**src/acs_defines.svh**
```systemverilog
`ifndef ACS_DEFINES_SVH
`define ACS_DEFINES_SVH

// register byte addresses
`define ACS_ADR_ACQ_LO   9'h10C
`define ACS_ADR_ACQ_HI   9'h10D
`define ACS_ADR_CAP      9'h10E
`define ACS_ADR_PRE_LO   9'h10F
`define ACS_ADR_PRE_HI   9'h110
`define ACS_ADR_CON0     9'h111
`define ACS_ADR_CON1     9'h112
`define ACS_ADR_DIV      9'h118
`define ACS_ADR_STAT     9'h119
`define ACS_ADR_MASK     9'h11A
`define ACS_ADR_RES_LO   9'h11B
`define ACS_ADR_RES_HI   9'h11C
`define ACS_ADR_PREV_LO  9'h11D
`define ACS_ADR_PREV_HI  9'h11E
`define ACS_ADR_CON3     9'h11F

// control zero fields
`define ACS_ON_BIT       7
`define ACS_CONTINUOUS_ENABLE_BIT     6
`define ACS_CS_BIT       4
`define ACS_FRM_BIT      2
`define ACS_GO_BIT       0
// control one fields
`define ACS_PRECHARGE_POLARITY_BIT     7
`define ACS_INVERT_PRECHARGE_ENABLE_BIT     6
`define ACS_GUARD_POLARITY_BIT     5
`define ACS_DOUBLE_SAMPLE_ENABLE_BIT     0
// control three / status fields
`define ACS_SOI_BIT      0
`define ACS_EV_DONE_BIT  0
`define ACS_EV_THR_BIT   1

// reset values
`define ACS_RST_BYTE     8'h00
`define ACS_RST_DIV      8'h00

// timing counts in converter clock periods
`define ACS_ACQ_DEFAULT  13'd256

`endif

```
**src/acs_pkg.sv**
```systemverilog
package acs_pkg;

    typedef enum logic [3:0] {
        ST_IDLE = 4'h1,
        ST_PRE  = 4'h2,
        ST_ACQ  = 4'h4,
        ST_CONV = 4'h8
    } acs_state_e;

    // drive to the analog sampling front end
    typedef struct packed {
        logic        precharge;
        logic        pre_level;
        logic        guard_level;
        logic        acquire;
        logic        convert;
        logic [15:0] dac_code;
        logic [4:0]  extra_cap;
    } acs_afe_s;

    // register bus request
    typedef struct packed {
        logic [8:0] addr;
        logic [7:0] wdata;
        logic       wr;
        logic       rd;
    } acs_bus_s;

    typedef struct packed {
        logic [4:0]  cap;
        logic [12:0] pre;
        logic [12:0] acq;
        logic        on;
        logic        continuous_enable;
        logic        cs;
        logic        result_alignment;
        logic        go;
        logic        precharge_polarity;
        logic        invert_precharge_enable;
        logic        guard_polarity;
        logic        double_sample_enable;
        logic        stop_on_irq;
        logic [7:0]  div;
        logic [7:0]  divcnt;
        logic [1:0]  status;
        logic [1:0]  mask;
        logic [15:0] res;
        logic [15:0] prev;
        acs_state_e  st;
        logic [12:0] cnt;
        logic        second;
        logic        stop_req;
        logic [3:0]  bitpos;
        logic [15:0] code;
        logic        tick;
        logic        rc_s1;
        logic        rc_s2;
        logic        rc_s3;
        logic        cmp_s1;
        logic        cmp_s2;
        logic [7:0]  rdata;
        logic        irq;
        logic        compute;
        acs_afe_s    afe;
    } acs_state_s;

endpackage : acs_pkg

```
**src/acs_conv_seq.sv**
```systemverilog
// Local design decision: the address-and-strobe port.
`timescale 1ns/10ps
`include "acs_defines.svh"

module acs_conv_seq #(
    parameter int RES_BITS = 12
) (
    // clock and reset
    input  wire logic            sys_clk,
    input  wire logic            reset,
    // register port
    input  wire acs_pkg::acs_bus_s bus,
    output logic [7:0]           reg_rdata,
    // analog front end
    input  wire logic            rc_osc_pin,
    input  wire logic            cmp_pin,
    output acs_pkg::acs_afe_s    afe,
    // neighbouring computation logic
    input  wire logic            threshold_irq_flag,
    output logic                 compute_start,
    // interrupt
    output logic                 irq
);
    import acs_pkg::*;

    generate
        if (RES_BITS < 2 || RES_BITS > 16)
        begin : g_bad_res
            $error("RES_BITS must lie between 2 and 16");
        end
    endgenerate

    acs_state_s q;
    acs_state_s n;

    logic        wr_con0;
    logic        start_req;
    logic        abort_req;
    logic        conv_last;
    logic [12:0] acq_len;
    logic [15:0] bit_m;

    function automatic logic [15:0] fmt(input logic [15:0] v, input logic right);
        if (right)
            return v;
        return v << (16 - RES_BITS);
    endfunction : fmt

    assign wr_con0   = bus.wr && bus.addr == `ACS_ADR_CON0;
    assign start_req = wr_con0 && bus.wdata[`ACS_GO_BIT] && bus.wdata[`ACS_ON_BIT] && !q.go;
    assign abort_req = wr_con0 && q.go
                       && !(bus.wdata[`ACS_GO_BIT] && bus.wdata[`ACS_ON_BIT]);
    assign conv_last = q.st == ST_CONV && q.tick && q.bitpos == 4'h0;
    assign acq_len   = (q.acq != 13'h0000) ? q.acq
                     : (q.pre != 13'h0000) ? `ACS_ACQ_DEFAULT : 13'h0000;
    assign bit_m     = 16'h0001 << q.bitpos;

    always_comb
    begin
        logic launch;
        logic enter_conv;
        logic [15:0] final_v;
        logic flip;
        launch     = 1'b0;
        flip       = 1'b0;
        enter_conv = 1'b0;
        final_v    = q.cmp_s2 ? q.code : (q.code & ~bit_m);
        n          = q;
        n.tick     = 1'b0;
        n.compute  = 1'b0;
        n.rdata    = 8'h00;

        // pin synchronisers
        n.rc_s1  = rc_osc_pin;
        n.rc_s2  = q.rc_s1;
        n.rc_s3  = q.rc_s2;
        n.cmp_s1 = cmp_pin;
        n.cmp_s2 = q.cmp_s1;

        // converter clock tick
        if (q.cs)
        begin
            n.tick   = q.rc_s2 && !q.rc_s3;
            n.divcnt = 8'h00;
        end
        else if (q.divcnt >= q.div)
        begin
            n.tick   = 1'b1;
            n.divcnt = 8'h00;
        end
        else
        begin
            n.divcnt = q.divcnt + 8'h01;
        end

        // register writes
        if (bus.wr)
        begin
            case (bus.addr)
                `ACS_ADR_ACQ_LO:  n.acq[7:0]  = bus.wdata;
                `ACS_ADR_ACQ_HI:  n.acq[12:8] = bus.wdata[4:0];
                `ACS_ADR_CAP:     n.cap       = bus.wdata[4:0];
                `ACS_ADR_PRE_LO:  n.pre[7:0]  = bus.wdata;
                `ACS_ADR_PRE_HI:  n.pre[12:8] = bus.wdata[4:0];
                `ACS_ADR_CON0:
                begin
                    n.on   = bus.wdata[`ACS_ON_BIT];
                    n.continuous_enable = bus.wdata[`ACS_CONTINUOUS_ENABLE_BIT];
                    n.cs   = bus.wdata[`ACS_CS_BIT];
                    n.result_alignment  = bus.wdata[`ACS_FRM_BIT];
                end
                `ACS_ADR_CON1:
                begin
                    n.precharge_polarity = bus.wdata[`ACS_PRECHARGE_POLARITY_BIT];
                    n.invert_precharge_enable = bus.wdata[`ACS_INVERT_PRECHARGE_ENABLE_BIT];
                    n.guard_polarity = bus.wdata[`ACS_GUARD_POLARITY_BIT];
                    n.double_sample_enable = bus.wdata[`ACS_DOUBLE_SAMPLE_ENABLE_BIT];
                end
                `ACS_ADR_DIV:     n.div       = bus.wdata;
                `ACS_ADR_STAT:    n.status    = q.status & ~bus.wdata[1:0];
                `ACS_ADR_MASK:    n.mask      = bus.wdata[1:0];
                `ACS_ADR_CON3:    n.stop_on_irq       = bus.wdata[`ACS_SOI_BIT];
                default:          n.mask      = n.mask;
            endcase
        end

        // threshold event and continuous stop request
        if (threshold_irq_flag)
            n.status[`ACS_EV_THR_BIT] = 1'b1;
        if (q.go && q.continuous_enable && q.stop_on_irq && threshold_irq_flag)
            n.stop_req = 1'b1;

        // sequencer
        if (abort_req)
        begin
            n.res    = fmt(q.code & ~bit_m, q.result_alignment);
            n.st     = ST_IDLE;
            n.go     = 1'b0;
            n.second = 1'b0;
            n.code   = 16'h0000;
        end
        else if (start_req)
        begin
            n.go       = 1'b1;
            n.second   = 1'b0;
            n.stop_req = 1'b0;
            if (!q.double_sample_enable)
                n.prev = q.res;
            launch     = 1'b1;
        end
        else if (q.tick)
        begin
            case (q.st)
                ST_PRE:
                begin
                    n.cnt = q.cnt + 13'd1;
                    if (q.cnt == q.pre - 13'd1)
                    begin
                        n.cnt = 13'h0000;
                        if (acq_len != 13'h0000)
                            n.st = ST_ACQ;
                        else
                            enter_conv = 1'b1;
                    end
                end
                ST_ACQ:
                begin
                    n.cnt = q.cnt + 13'd1;
                    if (q.cnt == acq_len - 13'd1)
                        enter_conv = 1'b1;
                end
                ST_CONV:
                begin
                    n.code = final_v;
                    if (q.bitpos != 4'h0)
                    begin
                        n.bitpos = q.bitpos - 4'h1;
                        n.code   = final_v | (bit_m >> 1);
                    end
                    else if (q.double_sample_enable && !q.second)
                    begin
                        n.prev   = fmt(final_v, q.result_alignment);
                        n.second = 1'b1;
                        launch   = 1'b1;
                    end
                    else
                    begin
                        n.res     = fmt(final_v, q.result_alignment);
                        n.status[`ACS_EV_DONE_BIT] = 1'b1;
                        n.compute = 1'b1;
                        n.second  = 1'b0;
                        if (q.continuous_enable && !(q.stop_on_irq && (q.stop_req || threshold_irq_flag)))
                        begin
                            if (!q.double_sample_enable)
                                n.prev = fmt(final_v, q.result_alignment);
                            launch = 1'b1;
                        end
                        else
                        begin
                            n.go   = 1'b0;
                            n.st   = ST_IDLE;
                            n.code = 16'h0000;
                        end
                    end
                end
                default:
                    n.cnt = 13'h0000;
            endcase
        end

        if (launch)
        begin
            n.cnt = 13'h0000;
            if (q.pre != 13'h0000)
                n.st = ST_PRE;
            else if (acq_len != 13'h0000)
                n.st = ST_ACQ;
            else
                enter_conv = 1'b1;
        end
        if (enter_conv)
        begin
            n.st     = ST_CONV;
            n.cnt    = 13'h0000;
            n.bitpos = 4'(RES_BITS - 1);
            n.code   = 16'h0001 << (RES_BITS - 1);
        end

        // register reads
        if (bus.rd)
        begin
            case (bus.addr)
                `ACS_ADR_ACQ_LO:  n.rdata = q.acq[7:0];
                `ACS_ADR_ACQ_HI:  n.rdata = {3'h0, q.acq[12:8]};
                `ACS_ADR_CAP:     n.rdata = {3'h0, q.cap};
                `ACS_ADR_PRE_LO:  n.rdata = q.pre[7:0];
                `ACS_ADR_PRE_HI:  n.rdata = {3'h0, q.pre[12:8]};
                `ACS_ADR_CON0:    n.rdata = {q.on, q.continuous_enable, 1'b0, q.cs, 1'b0, q.result_alignment, 1'b0, q.go};
                `ACS_ADR_CON1:    n.rdata = {q.precharge_polarity, q.invert_precharge_enable, q.guard_polarity, 4'h0, q.double_sample_enable};
                `ACS_ADR_DIV:     n.rdata = q.div;
                `ACS_ADR_STAT:    n.rdata = {6'h00, q.status};
                `ACS_ADR_MASK:    n.rdata = {6'h00, q.mask};
                `ACS_ADR_RES_LO:  n.rdata = q.res[7:0];
                `ACS_ADR_RES_HI:  n.rdata = q.res[15:8];
                `ACS_ADR_PREV_LO: n.rdata = q.prev[7:0];
                `ACS_ADR_PREV_HI: n.rdata = q.prev[15:8];
                `ACS_ADR_CON3:    n.rdata = {7'h00, q.stop_on_irq};
                default:          n.rdata = 8'h00;
            endcase
        end

        // interrupt and front end drive
        n.irq             = |(n.status & n.mask);
        n.afe.extra_cap   = n.cap;
        n.afe.precharge   = n.st == ST_PRE;
        flip              = n.double_sample_enable && n.invert_precharge_enable && n.second;
        n.afe.pre_level   = n.precharge_polarity ^ flip;
        n.afe.guard_level = n.guard_polarity ^ flip;
        n.afe.acquire     = n.st == ST_ACQ;
        n.afe.convert     = n.st == ST_CONV;
        n.afe.dac_code    = n.code;
    end

    always_ff @(posedge sys_clk)
    begin
        if (reset)
        begin
            q     <= '0;
            q.st  <= ST_IDLE;
        end
        else
        begin
            q <= n;
        end
    end

    assign reg_rdata     = q.rdata;
    assign afe           = q.afe;
    assign compute_start = q.compute;
    assign irq           = q.irq;

    // helper counters for phase lengths
    logic [12:0] pre_seen;
    logic [12:0] acq_seen;
    always_ff @(posedge sys_clk)
    begin
        if (reset)
        begin
            pre_seen <= 13'h0000;
            acq_seen <= 13'h0000;
        end
        else
        begin
            pre_seen <= (q.st == ST_PRE && n.st == ST_PRE) ? pre_seen + 13'(q.tick) : 13'h0000;
            acq_seen <= (q.st == ST_ACQ && n.st == ST_ACQ) ? acq_seen + 13'(q.tick) : 13'h0000;
        end
    end
endmodule : acs_conv_seq

```
**config.mk**
```make
export PLATFORM = sky130hd
export DESIGN_NAME = acs_conv_seq
export DESIGN_NICKNAME = d
export VERILOG_FILES = /design/src/acs_pkg.sv /design/src/acs_conv_seq.sv
export VERILOG_INCLUDE_DIRS = /design/src
export SDC_FILE = /design/constraint.sdc
export NUM_CORES = 1
export LEC_CHECK = 0
export ABC_AREA = 1
export ABC_CLOCK_PERIOD_IN_PS = 2720
export BUFFER_PORTS_ARGS = -buffer_cell sky130_fd_sc_hd__buf_2
export CORE_MARGIN = 5
export CORE_UTILIZATION = 35
export DETAILED_ROUTE_END_ITERATION = 10
export GPL_TIMING_DRIVEN = 0
export MAX_ROUTING_LAYER = met4
export PLACE_DENSITY_LB_ADDON = 0.05
export SKIP_CTS_REPAIR_TIMING = 1
export SLEW_MARGIN = 20
export SYNTH_ARGS = -nofsm -noshare
export SYNTH_HDL_FRONTEND = slang
export SYNTH_SLANG_ARGS = --single-unit
```
**constraint.sdc**
```tcl
create_clock -name sys_clk -period 2.72 [get_ports sys_clk]
set_input_delay 0.408 -clock sys_clk [delete_from_list [all_inputs] [get_ports sys_clk]]
set_output_delay 0.408 -clock sys_clk [all_outputs]
set_load 0.005 [all_outputs]
```
# Word level (Yosys, flattened, before mapping)
# Index checks and enable logic that the tools add are counted.
[totals]
regBits = 153
input_bits = 24
out_inout_bits = 36
wordCells = 286
[op_classes]
addsub = 5
n_lt_le_gt_ge = 1
n_eq_ne = 35
n_shift = 1
muxes = 128
bitwise_logic = 13
reduce_logical = 60
[op_table]
columns = ["cell", "count"]
rows = [
  ["16-bit 2-to-1 mux", 19],
  ["36-bit 2-to-1 mux", 5],
  ["17-bit 2-to-1 mux", 8],
  ["9-bit equality test (second input constant)", 15],
  ["8-bit one-hot mux with 15 select lines", 1],
  ["20-bit 2-to-1 mux", 4],
  ["1-bit 2-to-1 mux", 62],
  ["50-bit 2-to-1 mux", 1],
  ["4-bit 2-to-1 mux", 10],
  ["13-bit 2-to-1 mux", 3],
  ["13-bit one-hot mux with 3 select lines", 1],
  ["13-bit nonzero test", 3],
  ["35-bit 2-to-1 mux", 1],
  ["32-bit 2-to-1 mux", 1],
  ["13-bit equality test", 2],
  ["13-bit by 1-bit subtractor with 13-bit output (second input constant)", 2],
  ["8-bit 2-to-1 mux", 3],
  ["5-bit 2-to-1 mux", 4],
  ["5-bit AND reduction", 4],
  ["16-bit bitwise AND", 1],
  ["1-bit logical AND", 16],
  ["16-bit inverter", 1],
  ["16-bit by 15-bit OR with 16-bit output", 1],
  ["2-bit AND reduction", 8],
  ["other kinds (32)", 67],
]

# Depth between registers and ports, before layout
[logic_depth]
depth_word = 29
ltp_mapped = 21
mapped_depth_nobuf = 21

# Worst setup path after synthesis
# OpenSTA, ideal clock, no wires.
[synth_timing]
path_kind = "flip-flop to flip-flop"
startpoint = "reg q[156] (netlist name)"
endpoint = "reg q, in the netlist afe[20]"
arrival_time_ns = 2.154
required_time_ns = 2.602
slack_ns = 0.448
stages_incl_launch_ff = 16
n_path_buf = 1
period_less_slack_ns = 2.272
cell_sequence = "dfxtp_1 > inv_1 > ha_1 > nand3_2 > nor2_1 > nand2_1 > nand2_1 > nand3_1 > nor2_1 > nand3_1 > or2_1 > nand2_2 > a21oi_4 > nand3_2 > buf_6 > nor2_2"
[synth_via]
elab_chain_cells = 14
elab_cells_between_ends = 19
cone_classes = "add/sub (2); eq/ne (2); mux (12); reduce/logical (3)"
[synth_rtl]
columns = ["item", "line_no", "text"]
rows = [
  ["start, declared", "acs_conv_seq.sv:33", "acs_state_s q;"],
  ["start signal, assigned", "acs_conv_seq.sv:273", "q <= n;"],
  ["13-bit nonzero test", "acs_conv_seq.sv:55, acs_conv_seq.sv:214", ""],
  ["9-bit 2-to-1 mux", "acs_conv_seq.sv:55", ": (q.pre != 13'h0000) ? `ACS_ACQ_DEFAULT : 13'h0000;"],
  ["13-bit 2-to-1 mux", "acs_conv_seq.sv:54", "assign acq_len = (q.acq != 13'h0000) ? q.acq"],
  ["13-bit by 1-bit subtractor with 13-bit output or 13-bit nonzero test (tied branches)", "acs_conv_seq.sv:169, acs_conv_seq.sv:160, acs_conv_seq.sv:216", ""],
  ["13-bit equality test or 1-bit 2-to-1 mux (tied branches)", "acs_conv_seq.sv:169, acs_conv_seq.sv:160", ""],
  ["1-bit 2-to-1 mux (on tied branches)", "acs_conv_seq.sv:169, acs_conv_seq.sv:157", ""],
  ["1-bit one-hot mux with 2 select lines", "acs_conv_seq.sv:153", "case (q.st)"],
  ["1-bit 2-to-1 mux", "acs_conv_seq.sv:151", "else if (q.tick)"],
  ["1-bit 2-to-1 mux", "acs_conv_seq.sv:142", "else if (start_req)"],
  ["1-bit 2-to-1 mux", "acs_conv_seq.sv:134", "if (abort_req)"],
  ["1-bit 2-to-1 mux", "acs_conv_seq.sv:216", "else if (acq_len != 13'h0000)"],
  ["1-bit 2-to-1 mux", "acs_conv_seq.sv:214", "if (q.pre != 13'h0000)"],
  ["1-bit 2-to-1 mux (*)", "acs_conv_seq.sv:211", "if (launch)"],
  ["3-bit OR reduction (no line) (*)", "--", ""],
]
# Every way passes the cells marked *; elsewhere a longest branch is shown, timed or not.
# A chain may end at the register's enable or synchronous reset.

# Worst setup path in the final report
[layout_timing]
startpoint = "reg q[156] (netlist name)"
endpoint = "reg q, in the netlist afe[11]"
# The elaborated chain is that of the path after synthesis.

==> impl_metrics.yaml <==
clock_network:
  numCtsBuffers: 17
  clk_latency_ns: 0.44
  cts_root_buffer: "clkbuf_16"
  clock_sinks: 153
  cts_max_path_buffers: 2
  cts_max_level: 4
  cts_tree: "yes"
  clkTransAtPathRegs_ns: 0.07
synth:
  yosys.area_share.simple: 0.290
  synth_edf_count: 0
  netlist_area_um2: 9570
  muxShareOfSynthArea: 0.00105
  synth_warnings: 0
  ys.flop_type: "dfxtp_1"
  synth_compound_area_frac: 0.202
  yosysSeqAreaShare: 0.320
  synth_nets: 1467
  synth_top_family_by_area: "simple AND/OR/NAND/NOR gates"
  ys_ff_latch: 153
  async_flop_share: 0
  avgSynthCellArea_um2: 6.71
  synth_xor_area_frac: 0.0329
  netlist_instances: 1427
  yosys.area_share.adder: 0.0209
  ys_types: 61
sta:
  tightest_slew_ns: 0.942
  fin_crit_ns: 2.54
  final_hold_viol_count: 0
  slew_viol_final: 0
  slew_headroom: 0.372
  fin_skew_ns: 0.0149
  fmax_mhz: 393
  holdWs_ns: 0.185
  setup_violations: 0
  finalCritPeriodShare: 0.934
cells_and_area:
  mostFrequentLayoutCells: "nand2_1 (285), inv_1 (186), nor2_1 (181), dfxtp_1 (153), o21ai_0 (98)"
  nets: 1549
  fin_cells: 1862
  final_common_cell: "nand2_1"
  syn_to_final_growth_pct: 15.2
  drive_gt1_frac: 0.151
  num_antenna_cells: 0
  final_util: 0.409
pwr:
  power.leakage_nw: 4.57
  power_density_nw_per_um2: 448
  ir_drop_mv: 0.272
  total_power_mw: 4.94
global_routing:
  grt_pass1_vias: 9148
  antenna_found_initial: 0
  grt_max_degree: 17
  overflow: 0
  grtUsageTotal: 0.220
  grt_pass1_wl_um: 51500
placed_design:
  dp_hpwl_um: 25900
  gp_congestion: 0.937
  placed_cells: 1824
  io_buffers: 56
worst_setup_path:
  r2r-end: "afe[11]$_SDFFE_PP0P_"
  crit_fanout: 7
  critical_path_class: "flop to flop"
  worstPathArrival_ns: 2.92
  crit_start: "q[156]$_SDFFE_PP0P_"
  cp-start-kind: "flop"
  rr_worst_depth: 14
  reg2reg_slack_ns: 0.18
  end_kind: "flop"
  crit_required_ns: 3.10
  r2r-start: "q[156]$_SDFFE_PP0P_"
min_path:
  hold_start: "cmp_pin"
  hp-class: "input pin to flop"
  min_to: "n[36]$_SDFF_PP0_"
  worst_hold_path.num_cells: 3
floorplanning:
  die_area_um2: 30800
  die_h_um: 175
  rows: 60
  core_um2: 27000
  start_util: 0.355
  ios: 60
  die_w_um: 175
detailed_routing:
  num_vias: 9594
  avgViaCountPerCell: 5.15
  wl_met3_um: 1660
  wl_met2_um: 15800
  wl_per_cell_um: 17.8
  drt_iter0_markers: 681
  drtPass1Iterations: 5
  postRouteAntennaNets: 0
  routed.top_layer: "met4"
  drc: 0
  route.layer.met1.wl_um: 15100
  wirelength_um: 33200
run:
  cap_violations: 0
status:
  status: "finished, final reports clean"
## metal layers
layer,track usage,up-vias
met1,0.283,4454
met4,0.0615,0
met5,-,-
met2,0.359,252
met3,0.0355,40
li1,-,4848
## power by group
group	internal [mW]	total, mW	switching (mW)
sequential	2.24	2.25	0.00413
combinational	0.0501	0.202	0.152
clock	1.33	2.49	1.15
total	3.63	4.94	1.31
## state kept, by name, summed over array words and instances, names as in the netlist
register       count
compute_start      1
reg_rdata          8
irq                1
afe               26
n                  3
q                114
## worst max-delay path by stage
stage / endpoint / slack [ns] / cells past startpoint
6_report: afe[11]$_SDFFE_PP0P_ / 0.18 / 14
5_1_grt: q[111]$_SDFFE_PP0P_ / -0.005 / 11
4_1_cts: afe[6]$_SDFFE_PP0P_ / -0.12 / 14
3_5_place_dp: q[111]$_SDFFE_PP0P_ / -0.19 / 9
3_3_place_gp: q[111]$_SDFFE_PP0P_ / -0.19 / 9
2_1_floorplan: afe[20]$_SDFFE_PP0P_ / 0.45 / 15
## metrics by stage
step                      setup WS (ns)  cell area (um^2)   TNS, ns
after floorplan                   0.448              9570         0
after global placement           -0.194             10300     -2.89
after detailed placement         -0.191             10300     -2.66
after CTS                        -0.123             10900     -1.12
after global routing           -0.00521             11000  -0.00526
final                             0.178             11000         0
## critical path, cell delays in order, from the launching register on
cell	delay, ns
dfxtp_1	0.34
inv_2	0.12
ha_1	0.27
nand3_4	0.15
nor2_2	0.19
nand2_1	0.12
o22ai_1	0.17
nor2_1	0.06
nand3_1	0.12
or2_1	0.13
nand2_2	0.08
a21oi_4	0.25
nand3_4	0.20
clkbuf_16	0.23
nor2_2	0.07
## area by class of cell
type,instances,area (um^2)
Tap cell,341,427
Inverter,203,763
Clock buffer,18,439
Buffer,86,518
Clock inverter,13,151
Sequential cell,153,3060
Fill cell,2953,15900
Multi-Input combinational cell,985,5320
Timing Repair Buffer,63,350
## cell families after synthesis
kind of cell	after synthesis
DFF	153
buffers and inverters	289
AOI/OAI and AO/OA	301
muxes	1
and+or+nand+nor	631
adders and majority gates	16
xor gates and xnor gates	36
## cell usage after synthesis (all sizes together) (3+ instances only)
library cell | count | area share
nor2 | 204 | 0.088
a221oi | 10 | 0.011
o31ai | 4 | 0.0037
a21oi | 86 | 0.046
a22oi | 7 | 0.0055
dfxtp | 153 | 0.32
xnor2 | 13 | 0.012
clkinv | 4 | 0.0017
o21ai | 107 | 0.056
nor3 | 23 | 0.014
o22ai | 25 | 0.016
a211oi | 8 | 0.0063
xor2 | 23 | 0.021
buf | 49 | 0.038
o221ai | 7 | 0.0064
a31oi | 5 | 0.0039
nand3 | 75 | 0.044
a41oi | 5 | 0.0046
nor4 | 12 | 0.0094
ha | 16 | 0.021
nand2 | 293 | 0.12
clkbuf | 37 | 0.015
a311oi | 27 | 0.034
nand4 | 15 | 0.011
inv | 199 | 0.078
o211ai | 3 | 0.0024
Note: power is estimated with default switching activity, not from simulation.
